$ cat src/logic/acr_pkg.sv
// package of constants, register map and types for the converter control block
// assumes one 20 MHz clock and a plain register port with read data one cycle late
package acr_pkg;
   // ***************************************************************
   // timing
   // ***************************************************************
   localparam int unsigned ACR_CLK_PERIOD_NS = 50;
   localparam int unsigned ACR_GAP_UNIT_NS   = 1024000;  // 1.024 ms
   localparam int unsigned ACR_GAP_UNIT_CYC  = ACR_GAP_UNIT_NS / ACR_CLK_PERIOD_NS;
   localparam int unsigned ACR_SETTLE_SHIFT  = 2;        // four clocks per settle step
   localparam int unsigned ACR_FRAC_BITS     = 6;        // bits below the 10-bit value

   // ***************************************************************
   // register map
   // ***************************************************************
   localparam logic [31:0] ACR_ADDR_INTERVAL = 32'h50001504;
   localparam logic [31:0] ACR_ADDR_SELECT   = 32'h50001506;
   localparam logic [31:0] ACR_ADDR_OFFP     = 32'h50001508;
   localparam logic [31:0] ACR_ADDR_OFFN     = 32'h5000150A;
   localparam logic [31:0] ACR_ADDR_TRIM     = 32'h5000150C;
   localparam logic [31:0] ACR_ADDR_INTCLR   = 32'h5000150E;
   localparam logic [31:0] ACR_ADDR_RESULT   = 32'h50001510;
   localparam logic [31:0] ACR_ADDR_CONTROL  = 32'h50001512;
   localparam logic [31:0] ACR_ADDR_STATUS   = 32'h50001514;
   localparam logic [31:0] ACR_ADDR_IRQ_EN   = 32'h50001516;
   localparam logic [31:0] ACR_ADDR_IRQ_CLR  = 32'h50001518;

   // ***************************************************************
   // fields and reset values
   // ***************************************************************
   localparam int unsigned ACR_GAP_MSB = 15;
   localparam int unsigned ACR_GAP_LSB = 8;
   localparam int unsigned ACR_DEL_MSB = 7;
   localparam int unsigned ACR_DEL_LSB = 0;
   localparam int unsigned ACR_SELP_MSB = 6;
   localparam int unsigned ACR_SELP_LSB = 4;
   localparam int unsigned ACR_SELN_MSB = 2;
   localparam int unsigned ACR_SELN_LSB = 0;
   localparam int unsigned ACR_OFF_MSB = 9;
   localparam int unsigned ACR_LVL_MSB = 6;
   localparam int unsigned ACR_LVL_LSB = 4;
   localparam int unsigned ACR_SHF_MSB = 3;
   localparam int unsigned ACR_SHF_LSB = 0;
   localparam int unsigned ACR_CTL_ENABLE = 0;
   localparam int unsigned ACR_CTL_START  = 1;
   localparam int unsigned ACR_CTL_CONT   = 2;
   localparam int unsigned ACR_CTL_SE     = 3;
   localparam int unsigned ACR_CTL_POL    = 4;
   localparam int unsigned ACR_CTL_CHOP   = 5;
   localparam int unsigned ACR_CTL_OSR_MSB = 8;
   localparam int unsigned ACR_CTL_OSR_LSB = 6;
   localparam int unsigned ACR_ST_DONE    = 0;       // conversion done
   localparam int unsigned ACR_ST_SETTLED = 1;       // regulator settled
   localparam logic [7:0] ACR_EN_DEL_RST  = 8'h40;
   localparam logic [9:0] ACR_OFF_RST     = 10'h200;
   localparam logic [2:0] ACR_LVL_RST     = 3'h3;
   localparam logic [3:0] ACR_SHF_RST     = 4'h8;

   typedef enum logic [2:0] {ACR_OFF, ACR_SETTLE, ACR_READY, ACR_CONVERT, ACR_GAP} acr_state_e;
endpackage

$ cat src/logic/acr_control.sv
// converter control and result registers with settle, gap and oversampling sequencer
// assumes the analog converter answers each sample request with a one-cycle valid
//
// The address-and-strobe port is this design's own decision.
`timescale 1ns/100ps
module acr_control
   import acr_pkg::*;
#(
   parameter int unsigned GAP_UNIT_CYCLES = acr_pkg::ACR_GAP_UNIT_CYC
) (
   input  wire logic        mclk_in,
   input  wire logic        reset_in,
   input  wire logic [31:0] reg_addr_in,
   input  wire logic [15:0] reg_wdata_in,
   input  wire logic        reg_wr_in,
   input  wire logic        reg_rd_in,
   output logic      [15:0] reg_rdata_out,
   input  wire logic        sample_valid_in,
   input  wire logic [9:0]  sample_data_in,
   output logic             regulator_on_out,
   output logic             conv_enable_out,
   output logic             sample_req_out,
   output logic      [2:0]  pos_input_mux_out,
   output logic      [2:0]  neg_input_mux_out,
   output logic      [9:0]  pos_array_offset_out,
   output logic      [9:0]  neg_array_offset_out,
   output logic             pos_offset_active_out,
   output logic             neg_offset_active_out,
   output logic      [2:0]  regulator_level_out,
   output logic      [3:0]  shifter_ref_trim_out,
   output logic             single_ended_out,
   output logic             polarity_out,
   output logic             chopping_out,
   output logic             irq_out
);
   import acr_pkg::*;

   // ***************************************************************
   // state
   // ***************************************************************
   typedef struct packed {
      acr_state_e  state;
      logic [9:0]  cnt;
      logic [7:0]  conv_gap_code;
      logic [7:0]  regulator_settle_count;
      logic [2:0]  pos_input_mux;
      logic [2:0]  neg_input_mux;
      logic [9:0]  pos_array_offset;
      logic [9:0]  neg_array_offset;
      logic [2:0]  regulator_level;
      logic [3:0]  shifter_ref_trim;
      logic        enable;
      logic        conversion_trigger;
      logic        repeat_conversion_flag;
      logic        single_ended_flag;
      logic        polarity_select;
      logic        chopping_flag;
      logic [2:0]  osr;
      logic [1:0]  status;
      logic [1:0]  irq_en;
      logic [16:0] acc;
      logic [7:0]  nsamp;
      logic [15:0] conversion_value;
      logic [15:0] rdata;
      logic        req;
      logic        reg_on;
      logic        conv_en;
      logic        pos_act;
      logic        neg_act;
      logic        irq;
   } acr_state_s;

   acr_state_s  st;
   acr_state_s  next_st;
   logic [2:0]  k_eff;
   logic [7:0]  samp_total;
   logic [9:0]  settle_last;
   logic [16:0] acc_sum;
   logic [22:0] scaled;
   logic        done_evt;
   logic        start_req;
   logic        gap_tick;
   logic        wr_ctl;

   // ***************************************************************
   // helpers
   // ***************************************************************
   // chopping with one sample still takes a pair
   assign k_eff = (st.osr == 3'h0 && st.chopping_flag) ? 3'h1 : st.osr;
   assign samp_total = 8'h01 << k_eff;
   assign settle_last = {st.regulator_settle_count, 2'b00} - 10'h001;
   assign acc_sum = st.acc + {7'h00, sample_data_in};
   // sum of 2^k samples, left aligned; above 64 samples the extra bits stop at six
   assign scaled = {acc_sum, 6'h00} >> k_eff;
   assign done_evt = (st.state == ACR_CONVERT) && sample_valid_in
                     && (st.nsamp == samp_total - 8'h01);
   assign wr_ctl = reg_wr_in && (reg_addr_in == ACR_ADDR_CONTROL);
   // a trigger while busy or not yet settled is ignored
   assign start_req = wr_ctl && reg_wdata_in[ACR_CTL_START]
                      && (st.state == ACR_READY) && !st.conversion_trigger;

   // 1.024 ms unit pulses, restarted when a gap begins
   acr_tick_div #(
      .DIV      (GAP_UNIT_CYCLES)
   ) u_gap_div (
      .mclk_in  (mclk_in),
      .reset_in (reset_in),
      .clear_in (done_evt),
      .tick_out (gap_tick)
   );

   // ***************************************************************
   // next state: register writes first, so sequencer sets win over clears
   // ***************************************************************
   always_comb
   begin
      next_st = st;
      next_st.req = 1'b0;
      next_st.rdata = '0;
      if (reg_wr_in)
      begin
         unique case (reg_addr_in)
            ACR_ADDR_INTERVAL:
            begin
               next_st.conv_gap_code = reg_wdata_in[ACR_GAP_MSB:ACR_GAP_LSB];
               next_st.regulator_settle_count = reg_wdata_in[ACR_DEL_MSB:ACR_DEL_LSB];
            end
            ACR_ADDR_SELECT:
            begin
               next_st.pos_input_mux = reg_wdata_in[ACR_SELP_MSB:ACR_SELP_LSB];
               next_st.neg_input_mux = reg_wdata_in[ACR_SELN_MSB:ACR_SELN_LSB];
            end
            ACR_ADDR_OFFP: next_st.pos_array_offset = reg_wdata_in[ACR_OFF_MSB:0];
            ACR_ADDR_OFFN: next_st.neg_array_offset = reg_wdata_in[ACR_OFF_MSB:0];
            ACR_ADDR_TRIM:
            begin
               next_st.regulator_level = reg_wdata_in[ACR_LVL_MSB:ACR_LVL_LSB];
               next_st.shifter_ref_trim = reg_wdata_in[ACR_SHF_MSB:ACR_SHF_LSB];
            end
            ACR_ADDR_INTCLR: next_st.status[ACR_ST_DONE] = 1'b0;
            ACR_ADDR_CONTROL:
            begin
               next_st.enable = reg_wdata_in[ACR_CTL_ENABLE];
               next_st.repeat_conversion_flag = reg_wdata_in[ACR_CTL_CONT];
               next_st.single_ended_flag = reg_wdata_in[ACR_CTL_SE];
               next_st.polarity_select = reg_wdata_in[ACR_CTL_POL];
               next_st.chopping_flag = reg_wdata_in[ACR_CTL_CHOP];
               next_st.osr = reg_wdata_in[ACR_CTL_OSR_MSB:ACR_CTL_OSR_LSB];
            end
            ACR_ADDR_IRQ_EN: next_st.irq_en = reg_wdata_in[1:0];
            ACR_ADDR_IRQ_CLR: next_st.status = st.status & ~reg_wdata_in[1:0];
            default: ;
         endcase
      end

      // sequencer
      unique case (st.state)
         ACR_OFF:
         begin
            if (st.enable)
            begin
               next_st.state = ACR_SETTLE;
               next_st.cnt = '0;
               next_st.reg_on = 1'b1;
            end
         end
         ACR_SETTLE:
         begin
            next_st.cnt = st.cnt + 10'h001;
            if (st.cnt == settle_last)
            begin
               next_st.state = ACR_READY;
               next_st.conv_en = 1'b1;
               next_st.status[ACR_ST_SETTLED] = 1'b1;
            end
         end
         ACR_READY:
         begin
            if (start_req)
            begin
               next_st.state = ACR_CONVERT;
               next_st.conversion_trigger = 1'b1;
               next_st.req = 1'b1;
               next_st.acc = '0;
               next_st.nsamp = '0;
            end
         end
         ACR_CONVERT:
         begin
            if (done_evt)
            begin
               next_st.conversion_value = scaled[15:0];
               next_st.conversion_trigger = 1'b0;
               next_st.status[ACR_ST_DONE] = 1'b1;
               next_st.acc = '0;
               next_st.nsamp = '0;
               next_st.cnt = '0;
               if (!st.repeat_conversion_flag)
                  next_st.state = ACR_READY;
               else if (st.conv_gap_code == 8'h00)
                  next_st.req = 1'b1;
               else
                  next_st.state = ACR_GAP;
            end
            else if (sample_valid_in)
            begin
               next_st.acc = acc_sum;
               next_st.nsamp = st.nsamp + 8'h01;
               next_st.req = 1'b1;
            end
         end
         ACR_GAP:
         begin
            // clearing continuous mode ends the sequence at the gap
            if (!st.repeat_conversion_flag)
               next_st.state = ACR_READY;
            else if (gap_tick)
            begin
               next_st.cnt = st.cnt + 10'h001;
               // not equal but at least, so a code lowered mid-gap ends it at the next unit
               if (st.cnt[7:0] + 8'h01 >= st.conv_gap_code)
               begin
                  next_st.state = ACR_CONVERT;
                  next_st.req = 1'b1;
               end
            end
         end
      endcase

      // dropping the enable powers down at once and abandons any conversion
      if (!next_st.enable)
      begin
         next_st.state = ACR_OFF;
         next_st.reg_on = 1'b0;
         next_st.conv_en = 1'b0;
         next_st.conversion_trigger = 1'b0;
         next_st.req = 1'b0;
      end

      // trim steering from the polarity and mode bits
      next_st.pos_act = !next_st.single_ended_flag || !next_st.polarity_select
                        || next_st.chopping_flag;
      next_st.neg_act = !next_st.single_ended_flag || next_st.polarity_select
                        || next_st.chopping_flag;
      next_st.irq = |(next_st.status & next_st.irq_en);

      // read data stand only in the cycle after the strobe
      if (reg_rd_in)
      begin
         unique case (reg_addr_in)
            ACR_ADDR_INTERVAL: next_st.rdata = {st.conv_gap_code, st.regulator_settle_count};
            ACR_ADDR_SELECT:
               next_st.rdata = {9'h000, st.pos_input_mux, 1'b0, st.neg_input_mux};
            ACR_ADDR_OFFP: next_st.rdata = {6'h00, st.pos_array_offset};
            ACR_ADDR_OFFN: next_st.rdata = {6'h00, st.neg_array_offset};
            ACR_ADDR_TRIM:
               next_st.rdata = {9'h000, st.regulator_level, st.shifter_ref_trim};
            ACR_ADDR_RESULT: next_st.rdata = st.conversion_value;
            ACR_ADDR_CONTROL:
               next_st.rdata = {7'h00, st.osr, st.chopping_flag, st.polarity_select,
                                st.single_ended_flag, st.repeat_conversion_flag,
                                st.conversion_trigger, st.enable};
            ACR_ADDR_STATUS: next_st.rdata = {14'h0000, st.status};
            ACR_ADDR_IRQ_EN: next_st.rdata = {14'h0000, st.irq_en};
            default: next_st.rdata = '0;
         endcase
      end
   end

   // state register
   always_ff @(posedge mclk_in or posedge reset_in)
   begin
      if (reset_in)
      begin
         st <= '0;
         st.state <= ACR_OFF;
         st.regulator_settle_count <= ACR_EN_DEL_RST;
         st.pos_array_offset <= ACR_OFF_RST;
         st.neg_array_offset <= ACR_OFF_RST;
         st.regulator_level <= ACR_LVL_RST;
         st.shifter_ref_trim <= ACR_SHF_RST;
         st.pos_act <= 1'b1;
         st.neg_act <= 1'b1;
      end
      else
         st <= next_st;
   end

   // ***************************************************************
   // outputs, all from flip-flops
   // ***************************************************************
   assign reg_rdata_out = st.rdata;
   assign regulator_on_out = st.reg_on;
   assign conv_enable_out = st.conv_en;
   assign sample_req_out = st.req;
   assign pos_input_mux_out = st.pos_input_mux;
   assign neg_input_mux_out = st.neg_input_mux;
   assign pos_array_offset_out = st.pos_array_offset;
   assign neg_array_offset_out = st.neg_array_offset;
   assign pos_offset_active_out = st.pos_act;
   assign neg_offset_active_out = st.neg_act;
   assign regulator_level_out = st.regulator_level;
   assign shifter_ref_trim_out = st.shifter_ref_trim;
   assign single_ended_out = st.single_ended_flag;
   assign polarity_out = st.polarity_select;
   assign chopping_out = st.chopping_flag;
   assign irq_out = st.irq;
endmodule // acr_control

$ cat src/logic/acr_tick_div.sv
// divider giving one-cycle enable pulses at a fixed period
// assumes a clear pulse restarts the period so a gap starts on a whole unit
`timescale 1ns/100ps
module acr_tick_div #(
   parameter int unsigned DIV = 20480
) (
   input  wire logic mclk_in,
   input  wire logic reset_in,
   input  wire logic clear_in,
   output logic      tick_out
);
   localparam int unsigned W = $clog2(DIV + 1);
   localparam logic [W-1:0] LAST = W'(DIV - 1);

   typedef struct packed {
      logic [W-1:0] cnt;
      logic         tick;
   } acr_div_s;

   acr_div_s st;
   acr_div_s next_st;

   // count up to the period end, pulse, wrap
   always_comb
   begin
      next_st = st;
      next_st.tick = 1'b0;
      if (clear_in)
      begin
         next_st.cnt = '0;
      end
      else if (st.cnt == LAST)
      begin
         next_st.cnt = '0;
         next_st.tick = 1'b1;
      end
      else
      begin
         next_st.cnt = st.cnt + W'(1);
      end
   end

   // state register
   always_ff @(posedge mclk_in or posedge reset_in)
   begin
      if (reset_in)
         st <= '0;
      else
         st <= next_st;
   end

   assign tick_out = st.tick;
endmodule // acr_tick_div

$ cat config.mk
export PLATFORM = sky130hd
export DESIGN_NAME = acr_control
export DESIGN_NICKNAME = d
export VERILOG_FILES = /design/src/logic/acr_pkg.sv /design/src/logic/acr_control.sv /design/src/logic/acr_tick_div.sv
export SDC_FILE = /design/constraint.sdc
export NUM_CORES = 1
export LEC_CHECK = 0
export ABC_AREA = 1
export BUFFER_PORTS_ARGS = -buffer_cell sky130_fd_sc_hd__buf_2
export CAP_MARGIN = 20
export CORE_MARGIN = 1.5
export CORE_UTILIZATION = 59
export DETAILED_ROUTE_END_ITERATION = 10
export PLACE_DENSITY = 0.81
export SKIP_LAST_GASP = 1
export SYNTH_ARGS = -nofsm -noshare
export SYNTH_HDL_FRONTEND = slang
export SYNTH_HIERARCHICAL = 1
export SYNTH_SLANG_ARGS = --single-unit
$ cat constraint.sdc
create_clock -name mclk_in -period 5.1 [get_ports mclk_in]
set_clock_uncertainty 0.05 [all_clocks]
set_input_delay 1.02 -clock mclk_in [delete_from_list [all_inputs] [get_ports mclk_in]]
set_output_delay 1.02 -clock mclk_in [all_outputs]
set_load 0.01 [all_outputs]
After elaboration in Yosys (flattened, before gate mapping)
Index checks and enable logic that the tools add are counted.
Widths: inputs -> output; s select.
{"block": "op_classes", "bitwise_logic": 3, "addsub": 7, "eq_ne": 36, "n_mux": 53, "n_reduce_logical": 33, "shift": 2, "magnitude_cmp": 1}
{"operator": "$eq 32x31->1 const B", "count": 11}
{"operator": "$pmux 16 s9", "count": 1}
{"operator": "$mux 25", "count": 3}
{"operator": "$pmux 25 s2", "count": 1}
{"operator": "$pmux 10 s4", "count": 1}
{"operator": "$mux 13", "count": 3}
{"operator": "$mux 15", "count": 2}
{"operator": "$mux 3", "count": 9}
{"operator": "$mux 1", "count": 24}
{"operator": "$shr 23x3->16", "count": 1}
{"operator": "$mux 10", "count": 2}
{"operator": "$reduce_and 2->1", "count": 9}
{"operator": "$add 17x10->17", "count": 1}
{"operator": "$add 8x1->8 const B", "count": 2}
{"operator": "$mux 16", "count": 1}
{"operator": "$add 15x1->15 const B", "count": 1}
{"operator": "$eq 15x15->1 const B", "count": 1}
{"operator": "$ne 3x3->1 const B", "count": 5}
{"operator": "$pmux 3 s5", "count": 1}
{"operator": "$add 10x1->10 const B", "count": 1}
{"operator": "$eq 10x10->1", "count": 1}
{"operator": "$ne 2x2->1 const B", "count": 5}
{"operator": "$sub 10x1->10 const B", "count": 1}
{"operator": "$eq 8x8->1", "count": 1}
{"operator": "27 further kinds", "count": 47}
{"block": "totals", "wordCells": 166, "in_bits": 63, "ff_bits": 154}

Logic depth before layout (Yosys ltp)
{"block": "depth", "word_depth": 11, "ltp_mapped": 23, "ltp_nobuf": 20}

Cells and area by module
The synthesis kept the hierarchy.
{"mod": "acr_control", "cells_per_inst": 1229, "area_each_um2": 8722.1, "instances": 1}
{"mod": "acr_tick_div", "cells_per_inst": 110, "area_each_um2": 914.6, "instances": 1}

Least setup slack after synthesis
Ideal clock, no wire load.
{"block": "synth_path", "path_kind": "register -> register", "from": "register st[69] (netlist bit)", "to": "register u_gap_div/st[7] (netlist bit)", "synth_period_minus_slack_ns": 3.106, "setup_ns": 0.119, "required_time_ns": 4.931, "slack_ns": 1.994, "arrival_time_ns": 2.937, "stages_incl_launch_ff": 23, "path_cell_list": "dfrtp_1 -> nor2_2 -> a21oi_4 -> inv_1 -> clkbuf_1 -> nand2_1 -> ha_1 -> nand2_1 -> inv_1 -> nor2_1 -> nand2_1 -> nor2_1 -> nand2_1 -> nor2_1 -> nand3_1 -> buf_2 -> inv_4 -> buf_4 -> inv_2 -> nand2_1 -> nand2_1 -> o22ai_1 -> inv_1"}
{"element": "start, declared", "line_no": "acr_control.sv:73", "text": "acr_state_s st;"}
{"element": "start signal, assigned", "line_no": "acr_control.sv:286", "text": "st <= next_st;"}
{"element": "end signal, assigned", "line_no": "acr_tick_div.sv:49", "text": "st <= next_st;"}
{"element": "end, declared", "line_no": "acr_tick_div.sv:20", "text": "acr_div_s st;"}

Worst setup path after layout
{"block": "layout_path", "from": "register st[69] (netlist bit)", "to": "register st[53] (netlist bit)"}
{"block": "layout_between", "elab_chain_len": 9, "elab_cells_between_ends": 11, "cone_classes": "add/sub: 1; eq/ne: 2; shift: 1; mux: 3; reduce/logical: 4"}
{"element": "$logic_not 3->1", "line_no": "acr_control.sv:89", "text": "assign k_eff = (st.osr == 3'h0 && st.chopping_flag) ? 3'h1 : st.osr;"}
{"element": "$logic_and 1x1->1", "line_no": "acr_control.sv:89"}
{"element": "$mux 3 *", "line_no": "acr_control.sv:89"}
{"element": "$shl 1x3->8 *", "line_no": "acr_control.sv:90", "text": "assign samp_total = 8'h01 << k_eff;"}
{"element": "$sub 8x1->8 *", "line_no": "acr_control.sv:96", "text": "&& (st.nsamp == samp_total - 8'h01);"}
{"element": "$eq 8x8->1 *", "line_no": "acr_control.sv:96"}
{"element": "$logic_and 1x1->1 *", "line_no": "acr_control.sv:96"}
{"element": "$ne 3x3->1 (no source line) / $mux 25 (equally long branches)"}
{"element": "$reduce_and 3->1 (no source line) / $pmux 25 s2 (equally long branches)"}
Every way passes the cells marked *; elsewhere a longest branch is shown, timed or not.
A chain may end at the register's enable or synchronous reset.

==> impl_metrics.ini <==
[power_and_ir_drop]
p_per_area_nw_per_um2 = 290
irDropWorstVdd_uv = 270
p_leak_nw = 5.58

[final_layout]
seqCellArea_um2 = 3860
final_layout_size_suffix_gt1_share_pct = 15.0
multiInputGateArea_um2 = 4670
fin_nets = 1490
area_delta_synth_final_pct = 9.80
instances_no_fill = 1632
antenna_cells = 0
fillers = 1417

[setup_path]
path_cells = nor2_2 > a21oi_4 > inv_1 > nand2_1 > ha_1 > inv_1 > nand2_1 > nand2_1 > nand2_1 > nand2_1 > nor2_1 > nand2_1 > nor2_1 > nand2_1 > nand2_1 > clkinv_1 > a32o_1
end_kind = flip-flop
rrSetupSlack_ns = 1.09
critical_path_class = flip-flop to flip-flop
crit_buf_inv = 3
crit_cells = 17
r2r-start = st[69]$_DFFE_PP0P_
reg2reg_to = st[53]$_DFFE_PP0P_
rr_worst_depth = 17
start_kind = flip-flop
cpMaxStageDelayCell = dfrtp_1
cp_max_fo = 24
max_stage_delay_ns = 0.82
critical_path.endpoint = st[53]$_DFFE_PP0P_
crit_top_cell = nand2_1
worstPathArrival_ns = 4.29
critPathRequiredTime_ns = 5.38
worstSetupStartpoint = st[69]$_DFFE_PP0P_
worst_path_dominant_cell_family = simple AND/OR/NAND/NOR gates

[synth]
synth_fp_nets = 1426
synthCells = 1339
synth_ff_type = dfrtp_1
syn_area_um2 = 9640
yosysMostFrequentCell = nand2_1
synthTopCellsByArea = dfrtp_1 (38%), nand2_1 (14%), nand3_1 (7.0%)
syn_avg_cell_area_um2 = 7.20
async_reset_ff_share_pct = 100
ys_warn_count = 6
ys_types = 50
synth_seq_cells = 154
ys_seq_area_share_pct = 40.1
netlist_top_cells_count = nand2_1 (372), inv_1 (154), dfrtp_1 (146), nand3_1 (135), nor2_1 (124)
synth_top_cell_area_share_pct = 37.9
synth_top_area_cell = dfrtp_1
synth-edff-count = 0

[clocking]
cts.clk_slew.worst_paths_ns = 0.07
cts_root_buf = clkbuf_16
postCtsHoldBufs = 0
cts_tree = built
htree_num_levels = 4
post_cts_buffers = 0
cts_resized = 0
clock-sinks = 154
cts_made_buffers = 17
clockBufferDepth = 2
insertion_delay_ns = 0.44

[die]
die_h_um = 131
core_region_area_um2 = 15900
die_x_um = 131
design.die.area_um2 = 17100
pin_count = 121
initial_utilization_pct = 60.4
row_count = 46

[sta]
slew_viol_final = 0
setup_viol_count_final = 0
rsz0062_at_grt = false
hold_viol_final = 0
finalCriticalPeriod_ns = 4.01
maxSlewHeadroom_pct = 45.7
worst_slack_ns = 1.09
tightest_slew_ns = 0.813
clock.fmax_mhz = 250
tns_ns = 0
hold_ws_ns = 0.432
min_period_over_period_pct = 78.6

[detailed_routing]
drtAntennaViolNets = 0
drt-total-wl_mm = 25.1
viasPerCell = 5.60
dr.pass1.iters = 7
vias = 9136
wl_per_cell_um = 15.4
drcViolationCount = 0
drtIter0Drc = 768

[grt]
grt_max_degree = 82
grt_overflow = 0
grt_pass1_wl_mm = 40.8
grt_pass1_vias = 8382
grtUsageTotal_pct = 30.7
antenna_found_initial = 0

[flow_run]
cap_violations = 0

[placement]
placed_cells = 1600
gp_congestion = 0.945
place_hpwl_mm = 18.8
portBuffers = 120
dp_slack_ns = 1.20

[run_status]
status = complete, no violations

[worst_hold_path]
min_path_type = flip-flop to flip-flop
-- state kept, by name, summed over array words and instances, names as in the netlist, 3 cells and up --
register / count
st: 80
pos_input_mux_out: 3
u_gap_div/st: 15
regulator_level_out: 3
neg_array_offset_out: 10
reg_rdata_out: 16
shifter_ref_trim_out: 4
neg_input_mux_out: 3
pos_array_offset_out: 10
-- cells by family (layout without fill, tap and decap cells) --
logic type,count (synthesis),in the layout,share of synthesized area (%)
AO/OA/AOI/OAI,168,168,9.57
AND/OR/NAND/NOR,722,722,32.7
multiplexers,7,7,0.818
XOR/XNOR,24,24,2.18
buffers and inverters,240,317,11.5
adder cells (fa/ha/maj),24,24,3.19
flip-flops,154,154,40.1
-- how the worst min path moves through the flow --
stage                                    startpoint                   endpoint  slack, ns  cells after the start
after floorplan                  st[35]$_DFFE_PP0P_         st[35]$_DFFE_PP0P_       0.40                      2
after global placement           st[28]$_DFFE_PP0P_         st[28]$_DFFE_PP0P_       0.42                      2
after detailed placement         st[33]$_DFFE_PP0P_         st[33]$_DFFE_PP0P_       0.42                      2
after CTS                        st[33]$_DFFE_PP0P_         st[33]$_DFFE_PP0P_       0.43                      2
after global routing             st[33]$_DFFE_PP0P_         st[33]$_DFFE_PP0P_       0.45                      2
final                     u_gap_div/st[1]$_DFF_PP0_  u_gap_div/st[1]$_DFF_PP0_       0.43                      1
-- power breakdown --
group | internal, mW | switching, mW
clock network | 0.635 | 0.562
registers | 1.27 | 0.0425
logic | 0.183 | 0.381
total | 2.08 | 0.985
-- metal layers --
| layer | GRT usage, % | routed length [µm] | vias to the layer above |
|---|---|---|---|
| li1 | - | - | 4420 |
| met1 | 40.5 | 10600 | 4293 |
| met2 | 50.3 | 12000 | 357 |
| met3 | 5.29 | 1610 | 66 |
| met4 | 12.6 | 905 | 0 |
| met5 | 0 | 0 | - |
-- metrics by stage --
step	area [µm²]	total power, mW	util [%]
global placement	10000	1.87	63.0
global route	10600	3.22	66.4
CTS	10600	3.07	66.4
detailed placement	10000	1.88	63.0
floorplan	9640	1.72	-
finish	10600	3.07	66.4
-- cell usage in the layout, fill, tap and decap left out, types with 8 or more instances in the layout --
master / instances
o211ai_1: 8
clkbuf_16: 17
dfrtp_1: 146
nand3_1: 135
o21ai_1: 11
xor2_1: 21
a21oi_1: 38
o21ai_0: 93
dfstp_2: 8
nand2_1: 372
inv_1: 153
nor3_1: 21
ha_1: 23
nand4_1: 24
nor2_1: 124
nor2_2: 17
buf_2: 120
-- layout make-up --
cell class / count / area share, %
Clock buffer: 19 / 4.09
Clock inverter: 13 / 1.03
Tap cell: 216 / 2.55
Inverter: 162 / 5.82
Timing Repair Buffer: 123 / 5.89
Multi-Input combinational cell: 945 / 44.1
Sequential cell: 154 / 36.5
Power figures use the tool's default switching activity.
